`src/tmr1_pkg.sv`:
```
// Constants and state type for the channel 1 output-mode block
package tmr1_pkg;

  // ----------------------------------------------------------------
  // Widths
  // ----------------------------------------------------------------
  localparam int unsigned CNT_W  = 16;
  localparam int unsigned ADDR_W = 12;

  // ----------------------------------------------------------------
  // Register byte offsets
  // ----------------------------------------------------------------
  localparam logic [ADDR_W-1:0] CFG_OFS  = 12'h044;
  localparam logic [ADDR_W-1:0] CMP_OFS  = 12'h080;
  localparam logic [ADDR_W-1:0] ACMP_OFS = 12'h084;
  localparam logic [ADDR_W-1:0] STAT_OFS = 12'h088;

  // ----------------------------------------------------------------
  // Field positions
  // ----------------------------------------------------------------
  localparam int unsigned MODE_HI_BIT = 8;
  localparam int unsigned IMAE_BIT    = 5;
  localparam int unsigned PRE_BIT     = 4;
  localparam int unsigned STAT_REF    = 0;
  localparam int unsigned STAT_FORCE  = 1;
  localparam int unsigned STAT_CMP_LO = 16;

  // ----------------------------------------------------------------
  // Reset values
  // ----------------------------------------------------------------
  localparam logic [31:0]      CFG_RST = 32'h0000_0000;
  localparam logic [CNT_W-1:0] CMP_RST = 16'h0000;

  // ----------------------------------------------------------------
  // Output mode codes
  // ----------------------------------------------------------------
  localparam logic [3:0] OM_HOLD   = 4'h0;
  localparam logic [3:0] OM_LOW    = 4'h1;
  localparam logic [3:0] OM_HIGH   = 4'h2;
  localparam logic [3:0] OM_TOGGLE = 4'h3;
  localparam logic [3:0] OM_F_INACT = 4'h4;
  localparam logic [3:0] OM_F_ACT  = 4'h5;
  localparam logic [3:0] OM_PWM1   = 4'h6;
  localparam logic [3:0] OM_PWM2   = 4'h7;
  localparam logic [3:0] OM_APWM1  = 4'he;
  localparam logic [3:0] OM_APWM2  = 4'hf;

  // ----------------------------------------------------------------
  // Block state
  // ----------------------------------------------------------------
  typedef struct packed {
    logic [3:0]       mode;
    logic             imae;
    logic             pre;
    logic [CNT_W-1:0] cmp_act;
    logic [CNT_W-1:0] cmp_buf;
    logic [CNT_W-1:0] acmp_act;
    logic [CNT_W-1:0] acmp_buf;
    logic             oref;
    logic             force_on;
    logic             match_d;
    logic [31:0]      rdata;
    logic             slverr;
  } tmr1_state_s;

endpackage
```
`src/tmr1_channel.sv`:
```
// Channel 1 output-mode logic with APB register access
`timescale 1ns/1ps

// Overview of operation
// Mode is four bits: top bit at config bit 8, rest at bits 2..0.
// Modes 0..3: hold, low on match, high on match, toggle on match.
// Mode 4 forces reference low, mode 5 forces it high.
// PWM1: up active below compare; down inactive above compare.
// PWM2: up inactive below compare; down active above compare.
// Asym PWM1: like PWM1 but down-count compares against asymmetric value.
// Asym PWM2: like PWM2 but down-count compares against asymmetric value.
// Software sets centre-aligned counting before using asymmetric modes.
// Immediate active: trigger forces matched level until overflow or underflow.
// Preload off writes compare directly; preload on writes a buffer.
// With preload on, update event copies buffer into active compare.
module tmr1_channel (
  input  wire logic                        clk,
  input  wire logic                        rst_b,
  input  wire logic                        psel,
  input  wire logic                        penable,
  input  wire logic                        pwrite,
  input  wire logic [tmr1_pkg::ADDR_W-1:0] paddr,
  input  wire logic [31:0]                 pwdata,
  output logic      [31:0]                 prdata,
  output logic                             pready,
  output logic                             pslverr,
  input  wire logic [tmr1_pkg::CNT_W-1:0]  counter_value,
  input  wire logic                        count_down,
  input  wire logic                        update_event,
  input  wire logic                        trigger_event,
  input  wire logic                        ovf_udf_event,
  output logic                             output_reference_signal
);

  // ----------------------------------------------------------------
  // Helpers
  // ----------------------------------------------------------------
  function automatic logic addr_is(input logic [tmr1_pkg::ADDR_W-1:0] a,
                                   input logic [tmr1_pkg::ADDR_W-1:0] ofs);
    addr_is = (a == ofs);
  endfunction

  function automatic logic [31:0] cfg_word(input tmr1_pkg::tmr1_state_s s);
    logic [31:0] w;
    w = tmr1_pkg::CFG_RST;
    w[tmr1_pkg::MODE_HI_BIT] = s.mode[3];
    w[2:0] = s.mode[2:0];
    w[tmr1_pkg::IMAE_BIT] = s.imae;
    w[tmr1_pkg::PRE_BIT] = s.pre;
    cfg_word = w;
  endfunction

  function automatic logic is_pwm12(input logic [3:0] m);
    is_pwm12 = (m == tmr1_pkg::OM_PWM1) || (m == tmr1_pkg::OM_PWM2);
  endfunction

  // ----------------------------------------------------------------
  // State
  // ----------------------------------------------------------------
  tmr1_pkg::tmr1_state_s state_ff;
  tmr1_pkg::tmr1_state_s nxt_state;

  logic        wr_acc;
  logic        rd_setup;
  logic        match_now;
  logic        match_edge;
  logic        ref_nxt;
  logic        force_eff;
  logic [31:0] stat_word;

  // Zero-wait slave; read data is latched in the setup cycle
  assign pready   = 1'b1;
  assign prdata   = state_ff.rdata;
  assign pslverr  = state_ff.slverr;
  assign output_reference_signal = state_ff.oref;

  assign wr_acc    = psel & penable & pwrite;
  assign rd_setup  = psel & ~penable;
  assign match_now = (counter_value == state_ff.cmp_act);
  // Edge only: a counter parked on the compare value must not toggle every clock
  assign match_edge = match_now & ~state_ff.match_d;
  // Force only counts while the option is live, so leaving PWM1/PWM2 or clearing the enable drops it at once
  assign force_eff = state_ff.force_on & state_ff.imae & is_pwm12(state_ff.mode);

  always_comb begin
    stat_word = 32'h0000_0000;
    stat_word[tmr1_pkg::STAT_REF] = state_ff.oref;
    stat_word[tmr1_pkg::STAT_FORCE] = state_ff.force_on;
    stat_word[tmr1_pkg::STAT_CMP_LO +: tmr1_pkg::CNT_W] = state_ff.cmp_act;
  end

  // ----------------------------------------------------------------
  // Output level
  // ----------------------------------------------------------------
  tmr1_oref_calc u_calc (
    .mode       (state_ff.mode),
    .cnt        (counter_value),
    .cmp        (state_ff.cmp_act),
    .acmp       (state_ff.acmp_act),
    .down       (count_down),
    .ref_q      (state_ff.oref),
    .match_edge (match_edge),
    .force_on   (force_eff),
    .ref_nxt    (ref_nxt)
  );

  // ----------------------------------------------------------------
  // Next state
  // ----------------------------------------------------------------
  always_comb begin
    nxt_state = state_ff;
    nxt_state.match_d = match_now;
    nxt_state.oref = ref_nxt;

    // Buffer to active copy before any write of this cycle
    if (update_event && state_ff.pre) begin
      nxt_state.cmp_act = state_ff.cmp_buf;
      nxt_state.acmp_act = state_ff.acmp_buf;
    end

    if (wr_acc) begin
      if (addr_is(paddr, tmr1_pkg::CFG_OFS)) begin
        nxt_state.mode = {pwdata[tmr1_pkg::MODE_HI_BIT], pwdata[2:0]};
        nxt_state.imae = pwdata[tmr1_pkg::IMAE_BIT];
        nxt_state.pre = pwdata[tmr1_pkg::PRE_BIT];
      end
      if (addr_is(paddr, tmr1_pkg::CMP_OFS)) begin
        nxt_state.cmp_buf = pwdata[tmr1_pkg::CNT_W-1:0];
        if (!state_ff.pre) begin
          nxt_state.cmp_act = pwdata[tmr1_pkg::CNT_W-1:0];
        end
      end
      if (addr_is(paddr, tmr1_pkg::ACMP_OFS)) begin
        nxt_state.acmp_buf = pwdata[tmr1_pkg::CNT_W-1:0];
        if (!state_ff.pre) begin
          nxt_state.acmp_act = pwdata[tmr1_pkg::CNT_W-1:0];
        end
      end
    end

    // Trigger beats a same-cycle overflow so the pulse is not lost
    if (!state_ff.imae || !is_pwm12(state_ff.mode)) begin
      nxt_state.force_on = 1'b0;
    end else if (trigger_event) begin
      nxt_state.force_on = 1'b1;
    end else if (ovf_udf_event) begin
      nxt_state.force_on = 1'b0;
    end

    if (rd_setup) begin
      nxt_state.slverr = 1'b0;
      nxt_state.rdata = 32'h0000_0000;
      if (addr_is(paddr, tmr1_pkg::CFG_OFS)) begin
        nxt_state.rdata = cfg_word(state_ff);
      end else if (addr_is(paddr, tmr1_pkg::CMP_OFS)) begin
        nxt_state.rdata[tmr1_pkg::CNT_W-1:0] = state_ff.cmp_buf;
      end else if (addr_is(paddr, tmr1_pkg::ACMP_OFS)) begin
        nxt_state.rdata[tmr1_pkg::CNT_W-1:0] = state_ff.acmp_buf;
      end else if (addr_is(paddr, tmr1_pkg::STAT_OFS)) begin
        nxt_state.rdata = stat_word;
      end else begin
        nxt_state.slverr = 1'b1;
      end
    end
  end

  // ----------------------------------------------------------------
  // Registers
  // ----------------------------------------------------------------
  always_ff @(posedge clk) begin
    if (!rst_b) begin
      state_ff.mode     <= 4'h0;
      state_ff.imae     <= 1'b0;
      state_ff.pre      <= 1'b0;
      state_ff.cmp_act  <= tmr1_pkg::CMP_RST;
      state_ff.cmp_buf  <= tmr1_pkg::CMP_RST;
      state_ff.acmp_act <= tmr1_pkg::CMP_RST;
      state_ff.acmp_buf <= tmr1_pkg::CMP_RST;
      state_ff.oref     <= 1'b0;
      state_ff.force_on <= 1'b0;
      state_ff.match_d  <= 1'b0;
      state_ff.rdata    <= 32'h0000_0000;
      state_ff.slverr   <= 1'b0;
    end else begin
      state_ff <= nxt_state;
    end
  end

endmodule // tmr1_channel

```
`src/tmr1_oref_calc.sv`:
```
// Next-level computation for the channel output reference signal
`timescale 1ns/1ps

module tmr1_oref_calc (
  input  wire logic [3:0]                  mode,
  input  wire logic [tmr1_pkg::CNT_W-1:0]  cnt,
  input  wire logic [tmr1_pkg::CNT_W-1:0]  cmp,
  input  wire logic [tmr1_pkg::CNT_W-1:0]  acmp,
  input  wire logic                        down,
  input  wire logic                        ref_q,
  input  wire logic                        match_edge,
  input  wire logic                        force_on,
  output logic                             ref_nxt
);

  // ----------------------------------------------------------------
  // Level per mode
  // ----------------------------------------------------------------
  always_comb begin
    ref_nxt = ref_q;
    case (mode)
      tmr1_pkg::OM_HOLD: begin
        ref_nxt = ref_q;
      end
      tmr1_pkg::OM_LOW: begin
        if (match_edge) begin
          ref_nxt = 1'b0;
        end
      end
      tmr1_pkg::OM_HIGH: begin
        if (match_edge) begin
          ref_nxt = 1'b1;
        end
      end
      tmr1_pkg::OM_TOGGLE: begin
        if (match_edge) begin
          ref_nxt = ~ref_q;
        end
      end
      tmr1_pkg::OM_F_INACT: begin
        ref_nxt = 1'b0;
      end
      tmr1_pkg::OM_F_ACT: begin
        ref_nxt = 1'b1;
      end
      tmr1_pkg::OM_PWM1: begin
        ref_nxt = down ? !(cnt > cmp) : (cnt < cmp);
      end
      tmr1_pkg::OM_PWM2: begin
        ref_nxt = down ? (cnt > cmp) : !(cnt < cmp);
      end
      tmr1_pkg::OM_APWM1: begin
        ref_nxt = down ? !(cnt > acmp) : (cnt < cmp);
      end
      tmr1_pkg::OM_APWM2: begin
        ref_nxt = down ? (cnt > acmp) : !(cnt < cmp);
      end
      default: begin
        ref_nxt = ref_q;
      end
    endcase
    // Matched level: inactive for PWM1, active for PWM2
    if (force_on) begin
      ref_nxt = (mode == tmr1_pkg::OM_PWM2);
    end
  end

endmodule // tmr1_oref_calc

```
`config.mk`:
```
export PLATFORM = sky130hd
export DESIGN_NAME = tmr1_channel
export DESIGN_NICKNAME = d
export VERILOG_FILES = /design/src/tmr1_pkg.sv /design/src/tmr1_channel.sv /design/src/tmr1_oref_calc.sv
export SDC_FILE = /design/constraint.sdc
export NUM_CORES = 1
export LEC_CHECK = 0
export ABC_AREA = 1
export BUFFER_PORTS_ARGS = -buffer_cell sky130_fd_sc_hd__buf_2
export CORE_MARGIN = 5
export CORE_UTILIZATION = 56
export DETAILED_ROUTE_END_ITERATION = 6
export GPL_TIMING_DRIVEN = 1
export PLACE_DENSITY = 0.88
export SYNTH_ARGS = -nofsm -noshare
export SYNTH_HDL_FRONTEND = slang
export SYNTH_SLANG_ARGS = --single-unit
```
`constraint.sdc`:
```
create_clock -name clk -period 1.72 [get_ports clk]
set_input_delay 0.344 -clock clk [delete_from_list [all_inputs] [get_ports clk]]
set_output_delay 0.344 -clock clk [all_outputs]
set_load 0.03 [all_outputs]
```
# Word level (Yosys, flattened, before mapping)
# Cells that the tools add are included.
# word_totals
wordCells,85
register_bits,106
input_bits,69
out_inout_bits,35
# classes
muxes,28
bitwise,10
n_reduce_logical,15
n_lt_le_gt_ge,3
n_eq_ne,17
# ops
op,count
16-bit two-way mux,8
32-bit two-way mux,4
64-bit two-way mux,1
12-bit by 8-bit equality test with 1-bit output (second input constant),3
16-bit greater-than comparator,2
16-bit equality test,1
4-bit by 3-bit equality test with 1-bit output (second input constant),4
16-bit less-than comparator,1
1-bit two-way mux,14
12-bit by 7-bit equality test with 1-bit output (second input constant),1
10-bit nonzero test,1
3-bit != test (second input constant),3
1-bit one-hot mux with 9 select lines,1
4-bit by 2-bit equality test with 1-bit output (second input constant),2
4-bit equality test (second input constant),2
1-bit AND,6
2-bit AND reduction,3
1-bit zero test,5
4-bit by 1-bit equality test with 1-bit output (second input constant),1
1-bit inverter,4
4-bit AND reduction,1
1-bit logical OR,2
2-bit nonzero test,1
2-bit OR reduction,1
1-bit logical AND,1

# Longest topological paths before layout
# Gate-level depths: netlist (run 1).
# depth
ltp_word,5
mapped_depth,18
depth_no_buf,18

# By module
# Synthesis (run 1) repeated with hierarchy kept, for this count alone.
# hier_totals
cells_unflattened,889
hier_area_um2,6147.1
# by_module_without_submodules
mod,instances,seq_area_each_um2,cells_per_inst,area_each_um2
tmr1_channel,1,2122.0,705,5089.9
tmr1_oref_calc,1,0.0,184,1057.3

# Worst setup path after synthesis (run 1)
# No wires, ideal clock.
# synth_timing
kind,input-to-reg
startpoint,input paddr[1] (netlist name)
endpoint,register state_ff[102] (netlist name)
setup_time_ns,0.120
t_arrival_ns,1.472
setup_slack_ns,0.129
stages,11
cell_sequence,nor2_2 > inv_2 > nor3_4 > inv_2 > nor2_4 > nand3_4 > nor2_1 > inv_1 > buf_2 > o21ai_1 > a21oi_1
# synth_via
elab_chain_cells,2
# synth_lines
item,line_no,rtl
"start, declared",tmr1_channel.sv:22,"input wire logic [tmr1_pkg::ADDR_W-1:0] paddr,"
12-bit by 7-bit equality test with 1-bit output,tmr1_channel.sv:40,addr_is = (a == ofs);
2-bit AND reduction (no line),n/a,
# No other way between the ends.
# A chain may end at the register's enable or synchronous reset.

# Final worst setup path (run 1)
# layout_timing
startpoint,register state_ff[63] (netlist name)
endpoint,"register state_ff, in the netlist output_reference_signal"
# layout_via
elab_chain_cells,5
elab_cells_between_ends,6
cone_classes,1 x order compare; 4 x mux; 1 x reduce/logical
# layout_lines
item,line_no,rtl
"start, declared",tmr1_channel.sv:60,tmr1_pkg::tmr1_state_s state_ff;
"start signal, assigned",tmr1_channel.sv:185,state_ff <= nxt_state;
16-bit greater-than comparator (*),"tmr1_oref_calc.sv:53, tmr1_oref_calc.sv:56",
1-bit zero test,tmr1_oref_calc.sv:53,ref_nxt = down ? !(cnt > acmp) : (cnt < cmp);
1-bit two-way mux,tmr1_oref_calc.sv:53,
1-bit one-hot mux with 9 select lines (*),tmr1_oref_calc.sv:21,case (mode)
1-bit two-way mux (*),tmr1_oref_calc.sv:63,if (force_on) begin
# Every way passes the cells marked *; elsewhere a longest branch is shown, timed or not.

==> results.cfg, run 1 <==
[status]
run_status = complete, but fails checks
violations = negative setup slack

[detailed_routing]
drtAntennaViolNets = 0
vias = 5416
avgViaCountPerCell = 5.44
initialDrtViolationCount = 528
drtPass1Iterations = 5
drc = 0
wl_um = 15100
wl_per_cell_um = 15.2

[pwr]
power_mw = 4.31
p_leak_nw = 2.68
vdd_drop_max_mv = 0.373
p_per_area_nw_per_um2 = 658

[yosys]
ys_types = 33
yosysWarnings = 0
synth.most_common_cell = nand2_1
synth_area_um2 = 5590
synthFlopType = dfxtp_1
yosysSeqAreaShare_pct = 37.9
synth_edf_count = 0
synth_cells = 780
async_flop_share_pct = 0
syn-num-nets = 881
syn_avg_cell_area_um2 = 7.17
synth_common_cells = nand2_1, dfxtp_1, inv_1, a21oi_1, o21ai_0
ys_seq_elements = 106
synthDominantCellAreaShare_pct = 37.9
synth_area_leader_cell = dfxtp_1
yosys-top-cells-area = dfxtp_1, a21oi_1, nand2_1

[clocking]
cts_tree = done
clkSinkCount = 106
root_buffer = clkbuf_8
clockBufferDepth = 2
clk_latency_ns = 0.37
h-tree-depth = 3
clk_pin_slew_ns = 0.11
cts_made_buffers = 9

[setup_path]
cp_num_buf_inv = 2
path_cells = inv_1, ha_4, nand2_1, inv_1, nand3_2, nor2_2, nand2_1, nand2_1, nand2_2, nand2_2, nand2_1, nand2_1, nand2_1, nand2_1, a21oi_1
cp_slowest_stage_delay_ns = 0.35
crit_slowest_cell = dfxtp_2
cp_top_family = simple AND/OR/NAND/NOR gates
worst_setup_path_end_kind = flop
cp.required_ns = 1.98
crit_path_frequent_cell = nand2_1
worst-setup-path-type = flop to flop
critPathArrivalTime_ns = 2.03
cp_max_fo = 2
start_kind = flop

[floorplanning]
start_util_pct = 57.2
coreArea_um2 = 9770
rows = 36
io_pins = 104
die_y_um = 110
chipWidth_um = 110
dieArea_um2 = 12100

[placement]
gp_congestion = 0.910
hpwlAfterDp_um = 10700
dp.cells = 978
io_buffers = 86

[finish]
drive_gt1_share_pct = 25.1
final_net_count = 959
final_core_util_pct = 66.9
syn_to_final_growth_pct = 17.0
diodes = 0
fin_cells = 996

[timing]
hold_violations = 0
setup_viol = 1
layout_setup_ws_ns = -0.0495
period_share_pct = 103
slew_viol_final = 0
fmax_mhz = 565
rsz0062_at_grt = true
finalCriticalPeriod_ns = 1.77
fin_worst_skew_ns = 0.0120

[global_route]
antenna_found_initial = 0
overflow = 0
grt_pass1_vias = 5009
grt_max_degree = 40
grt_usage_pct = 25.1
grt_pass1_wl_um = 23900

[job]
cap_viol_max_count = 0

[hold_path]
hold_path.class = primary input to flop
repair_timing:
| action | CTS | global route |
|---|---|---|
| gates resized for setup | 20 | 29 |
| setup endpoints to repair | 1 | 1 |
| buffers inserted | 2 | 0 |
| pin swaps | 11 | 16 |
| hold buffers | 0 | 0 |
| endpoints found under the hold margin | 0 | 0 |
per-layer routing:
layer  vias to the layer above  GRT usage, %  share of wire [%]
met5                         -             0                  0
met4                         0          9.80                2.6
met3                        33          5.23                8.9
met2                       252          37.4                 43
met1                      2439          35.3                 45
li1                       2692             -                  -
registers in the layout (all words and copies together) (netlist names):
signal                   count
pslverr                      1
state_ff                    55
prdata                      32
output_reference_signal      1
stat_word                   17
worst reg2reg max path, delay by kind of cell, from the launching register on:
family | cells | cell delay [ns]
AOI/OAI and AO/OA | 1 | 0.05
and+or+nand+nor | 11 | 0.82
adders and majority gates | 1 | 0.27
DFF | 1 | 0.35
buffers and inverters | 2 | 0.16
layout make-up:
| type | count | area, µm² |
|---|---|---|
| fill | 808 | 3230 |
| multi-input combinational | 495 | 2840 |
| sequential | 106 | 2140 |
| timing repair buffer | 135 | 811 |
| inverter | 111 | 417 |
| tap | 133 | 166 |
| clock buffer | 9 | 124 |
| clock inverter | 7 | 52.6 |
through the flow:
stage	hold WS, ns	area [µm²]	setup TNS (ns)	worst slack [ns]
floorplan	0.439	5590	0	0.129
global placement	0.449	6150	-0.432	-0.148
detailed placement	0.452	6150	-1.81	-0.196
CTS	0.200	6430	-0.0603	-0.0603
global route	0.200	6540	-0.149	-0.149
finish	0.207	6540	-0.0495	-0.0495
kinds of logic (layout without fill, tap and decap cells):
kind of cell,Yosys count,in the layout,synth area share (%)
flip-flops,106,106,37.9
adder cells (fa/ha/maj),32,32,7.16
AO/OA/AOI/OAI,242,242,22.8
other,1,1,0.0670
buffers and inverters,179,262,14.6
AND/OR/NAND/NOR,220,220,17.4
cells in the final DEF, fill, tap and decap left out, types with 2 or more instances in the layout:
cell	count
o22ai_1	13
o21a_1	2
o221ai_1	3
nand2_1	128
clkinv_4	2
nor2_2	5
nor2_4	6
a21oi_1	98
buf_4	48
o21ai_0	98
buf_2	86
a31oi_1	12
nand4_1	6
a21o_1	2
nand3_2	4
nand2_2	9
clkinv_2	2
nor2_1	33
o21ai_1	6
inv_6	2
ha_4	9
ha_1	23
a211oi_1	2
nor3_1	5
clkbuf_8	9
inv_1	98
a21oi_2	4
dfxtp_1	94
inv_2	13
dfxtp_2	12
nand3_1	20
path summary, 6_finish.rpt:
kind | endpoint | slack (ns) | startpoint | cells after the start
max | output_reference_signal | -0.05 | state_ff[63] | 15
max reg2reg | output_reference_signal | -0.05 | state_ff[63] | 15
min | stat_word[1] | 0.21 | trigger_event | 2
min reg2reg | prdata[22] | 0.47 | prdata[22] | 2
power breakdown:
part           switching (mW)  internal, mW  total (mW)
clock                   0.881         0.537        1.42
combinational           0.262         0.160       0.422
sequential            0.00429          2.46        2.47
(Power assumes the default switching activity.)
==> inputs of run 2 (changes only) <==
--- a/config.mk
+++ b/config.mk
@@ -8,10 +8,12 @@
 export ABC_AREA = 1
 export BUFFER_PORTS_ARGS = -buffer_cell sky130_fd_sc_hd__buf_2
 export CORE_MARGIN = 5
-export CORE_UTILIZATION = 56
+export CORE_UTILIZATION = 50
 export DETAILED_ROUTE_END_ITERATION = 6
 export GPL_TIMING_DRIVEN = 1
-export PLACE_DENSITY = 0.88
+export PLACE_DENSITY = 0.81
+export REMOVE_ABC_BUFFERS = 1
+export SLEW_MARGIN = 25
 export SYNTH_ARGS = -nofsm -noshare
 export SYNTH_HDL_FRONTEND = slang
 export SYNTH_SLANG_ARGS = --single-unit
==> run 2 against run 1 <==
The flow still finishes with violations (negative setup slack). Maximum frequency is 0.66% higher. Global-route usage is 2.8 points lower. Clock-buffer cell count stayed put. Register-to-register slack hardly changed. Die area is 11% higher. Via count is 2.1% lower. Wire length is 0.77% lower. Critical path depth is 4 lower. Non-clock buffer count is 6 lower. Clock power is 18% higher. Critical path type unchanged. Largest power group unchanged.
==> results.cfg, run 2 (synthesis results as in run 1) <==
[clocking]
root_buffer = clkbuf_8
clk_latency_ns = 0.39
clockBufferDepth = 2
cts_made_buffers = 9
cts-hold-fix-buffers = 0
clk_pin_slew_ns = 0.11
clkSinkCount = 106
h-tree-depth = 3
cts_tree = done

[global_route]
grt_pass1_vias = 4894
overflow = 0
use_met1_pct = 30.6
antenna_found_initial = 0
grt_pass1_wl_um = 23700
grt_usage_pct = 22.2
met3_usage_pct = 3.55
busiest_layer = met2
use_met2_pct = 35.4
grt_max_degree = 78

[finish]
final_core_util_pct = 60.3
regArea_um2 = 2140
fill_cells = 1018
mostFrequentLayoutCell = nand2_1
regMostFlops = state_ff
syn_to_final_growth_pct = 17.4
final_net_count = 953
fin_cells = 997
final_cell_area_um2 = 6570
diodes = 0
layout_common_cells = nand2_1, o21ai_0, a21oi_1
largest_register_ffs = 55
multi_input_area_um2 = 2800
drive_gt1_share_pct = 24.4

[placement]
dp.cells = 980
placed_area_um2 = 6170
gp_congestion = 0.893
hpwlAfterDp_um = 10500
io_buffers = 86

[setup_path]
worst-setup-path-type = flop to flop
cp-startpoint = stat_word[31]
r2r_start = stat_word[31]
cp_max_fo = 2
r2r_setup_slack_ns = -0.04
worst_setup_path_end_kind = flop
start_kind = flop
cp.required_ns = 2.00
critPathArrivalTime_ns = 2.04
endpoint = output_reference_signal
reg2reg_to = output_reference_signal
r2r_cells = 11

[detailed_routing]
wl_per_cell_um = 15.0
vias = 5301
drc = 0
initialDrtViolationCount = 516
drtPass1Iterations = 5
drtAntennaViolNets = 0
wl_um = 15000
avgViaCountPerCell = 5.32

[floorplanning]
start_util_pct = 51.4
io_pins = 104
die_y_um = 116
coreArea_um2 = 10900
dieArea_um2 = 13400
chipWidth_um = 116
rows = 38

[timing]
holdWs_ns = 0.203
period_share_pct = 102
slew_viol_final = 0
setup_viol = 1
tns_ns = -0.0378
rsz0062_at_grt = true
layout_setup_ws_ns = -0.0378
hold_violations = 0
finalCriticalPeriod_ns = 1.76
fmax_mhz = 569
fin_worst_skew_ns = 0.0166

[hold_path]
holdPathStages = 2
min-delay-start = trigger_event
hold_path.class = primary input to flop

[job]
cap_viol_max_count = 0

[status]
run_status = complete, but fails checks
violations = negative setup slack

[pwr]
p_per_area_nw_per_um2 = 695
vdd_drop_max_mv = 0.488
p_leak_nw = 2.68
[run 2: cell types whose count changed in the layout (fill, tap and decap cells not counted), sizes merged]
cell,delta
clkinvlp,-1
bufinv,+1
buf,-6
inv,+1
clkinv,-1
[run 2: worst min path at each step]
stage,slack (ns),to
after floorplan,0.44,state_ff[76]
after global placement,0.45,prdata[25]
after detailed placement,0.45,prdata[10]
after CTS,0.20,stat_word[1]
after global routing,0.20,stat_word[1]
final,0.20,stat_word[1]
[run 2: what timing repair did]
item	4_1_cts	5_1_grt
setup endpoints to repair	1	1
resized for setup	15	29
gates cloned	0	0
buffers inserted	1	0
pin swaps	9	19
[run 2: area by class of cell]
class	instances	share of cell area [%]
clock buffers	9	1.89
repair buffers	129	12.4
well taps	140	2.67
flip-flops and latches	106	32.6
multi-input cells	495	42.6
inverters	111	6.34
clock inverters	7	1.49
[run 2: critical path, cell delays in order, from the launching register on]
cell,delay (ns)
dfxtp_2,0.35
inv_2,0.05
ha_4,0.27
nand2_2,0.06
nor2_2,0.12
nand4_1,0.17
nor2_2,0.16
inv_2,0.06
nor2_2,0.10
o21a_1,0.13
o21a_1,0.12
a21oi_1,0.06
[run 2: report_power, final]
part	switching [mW]	internal (mW)	leakage, nW
Combinational	0.257	0.159	1.70
Clock	0.964	0.721	0.112
Sequential	0.00381	2.46	0.861
[run 2: stage by stage]
step	total power [mW]	setup WS, ns
3_3_place_gp	2.89	-0.123
3_5_place_dp	2.90	-0.252
5_1_grt	4.74	-0.159
4_1_cts	4.57	-0.0698
2_1_floorplan	2.71	-0.295
6_report	4.57	-0.0378
[run 2: metal layers]
metal | wire length, µm | share of wire, %
met5 | 0 | 0
met4 | 289 | 1.9
met3 | 1180 | 7.9
met2 | 6890 | 46
met1 | 6620 | 44
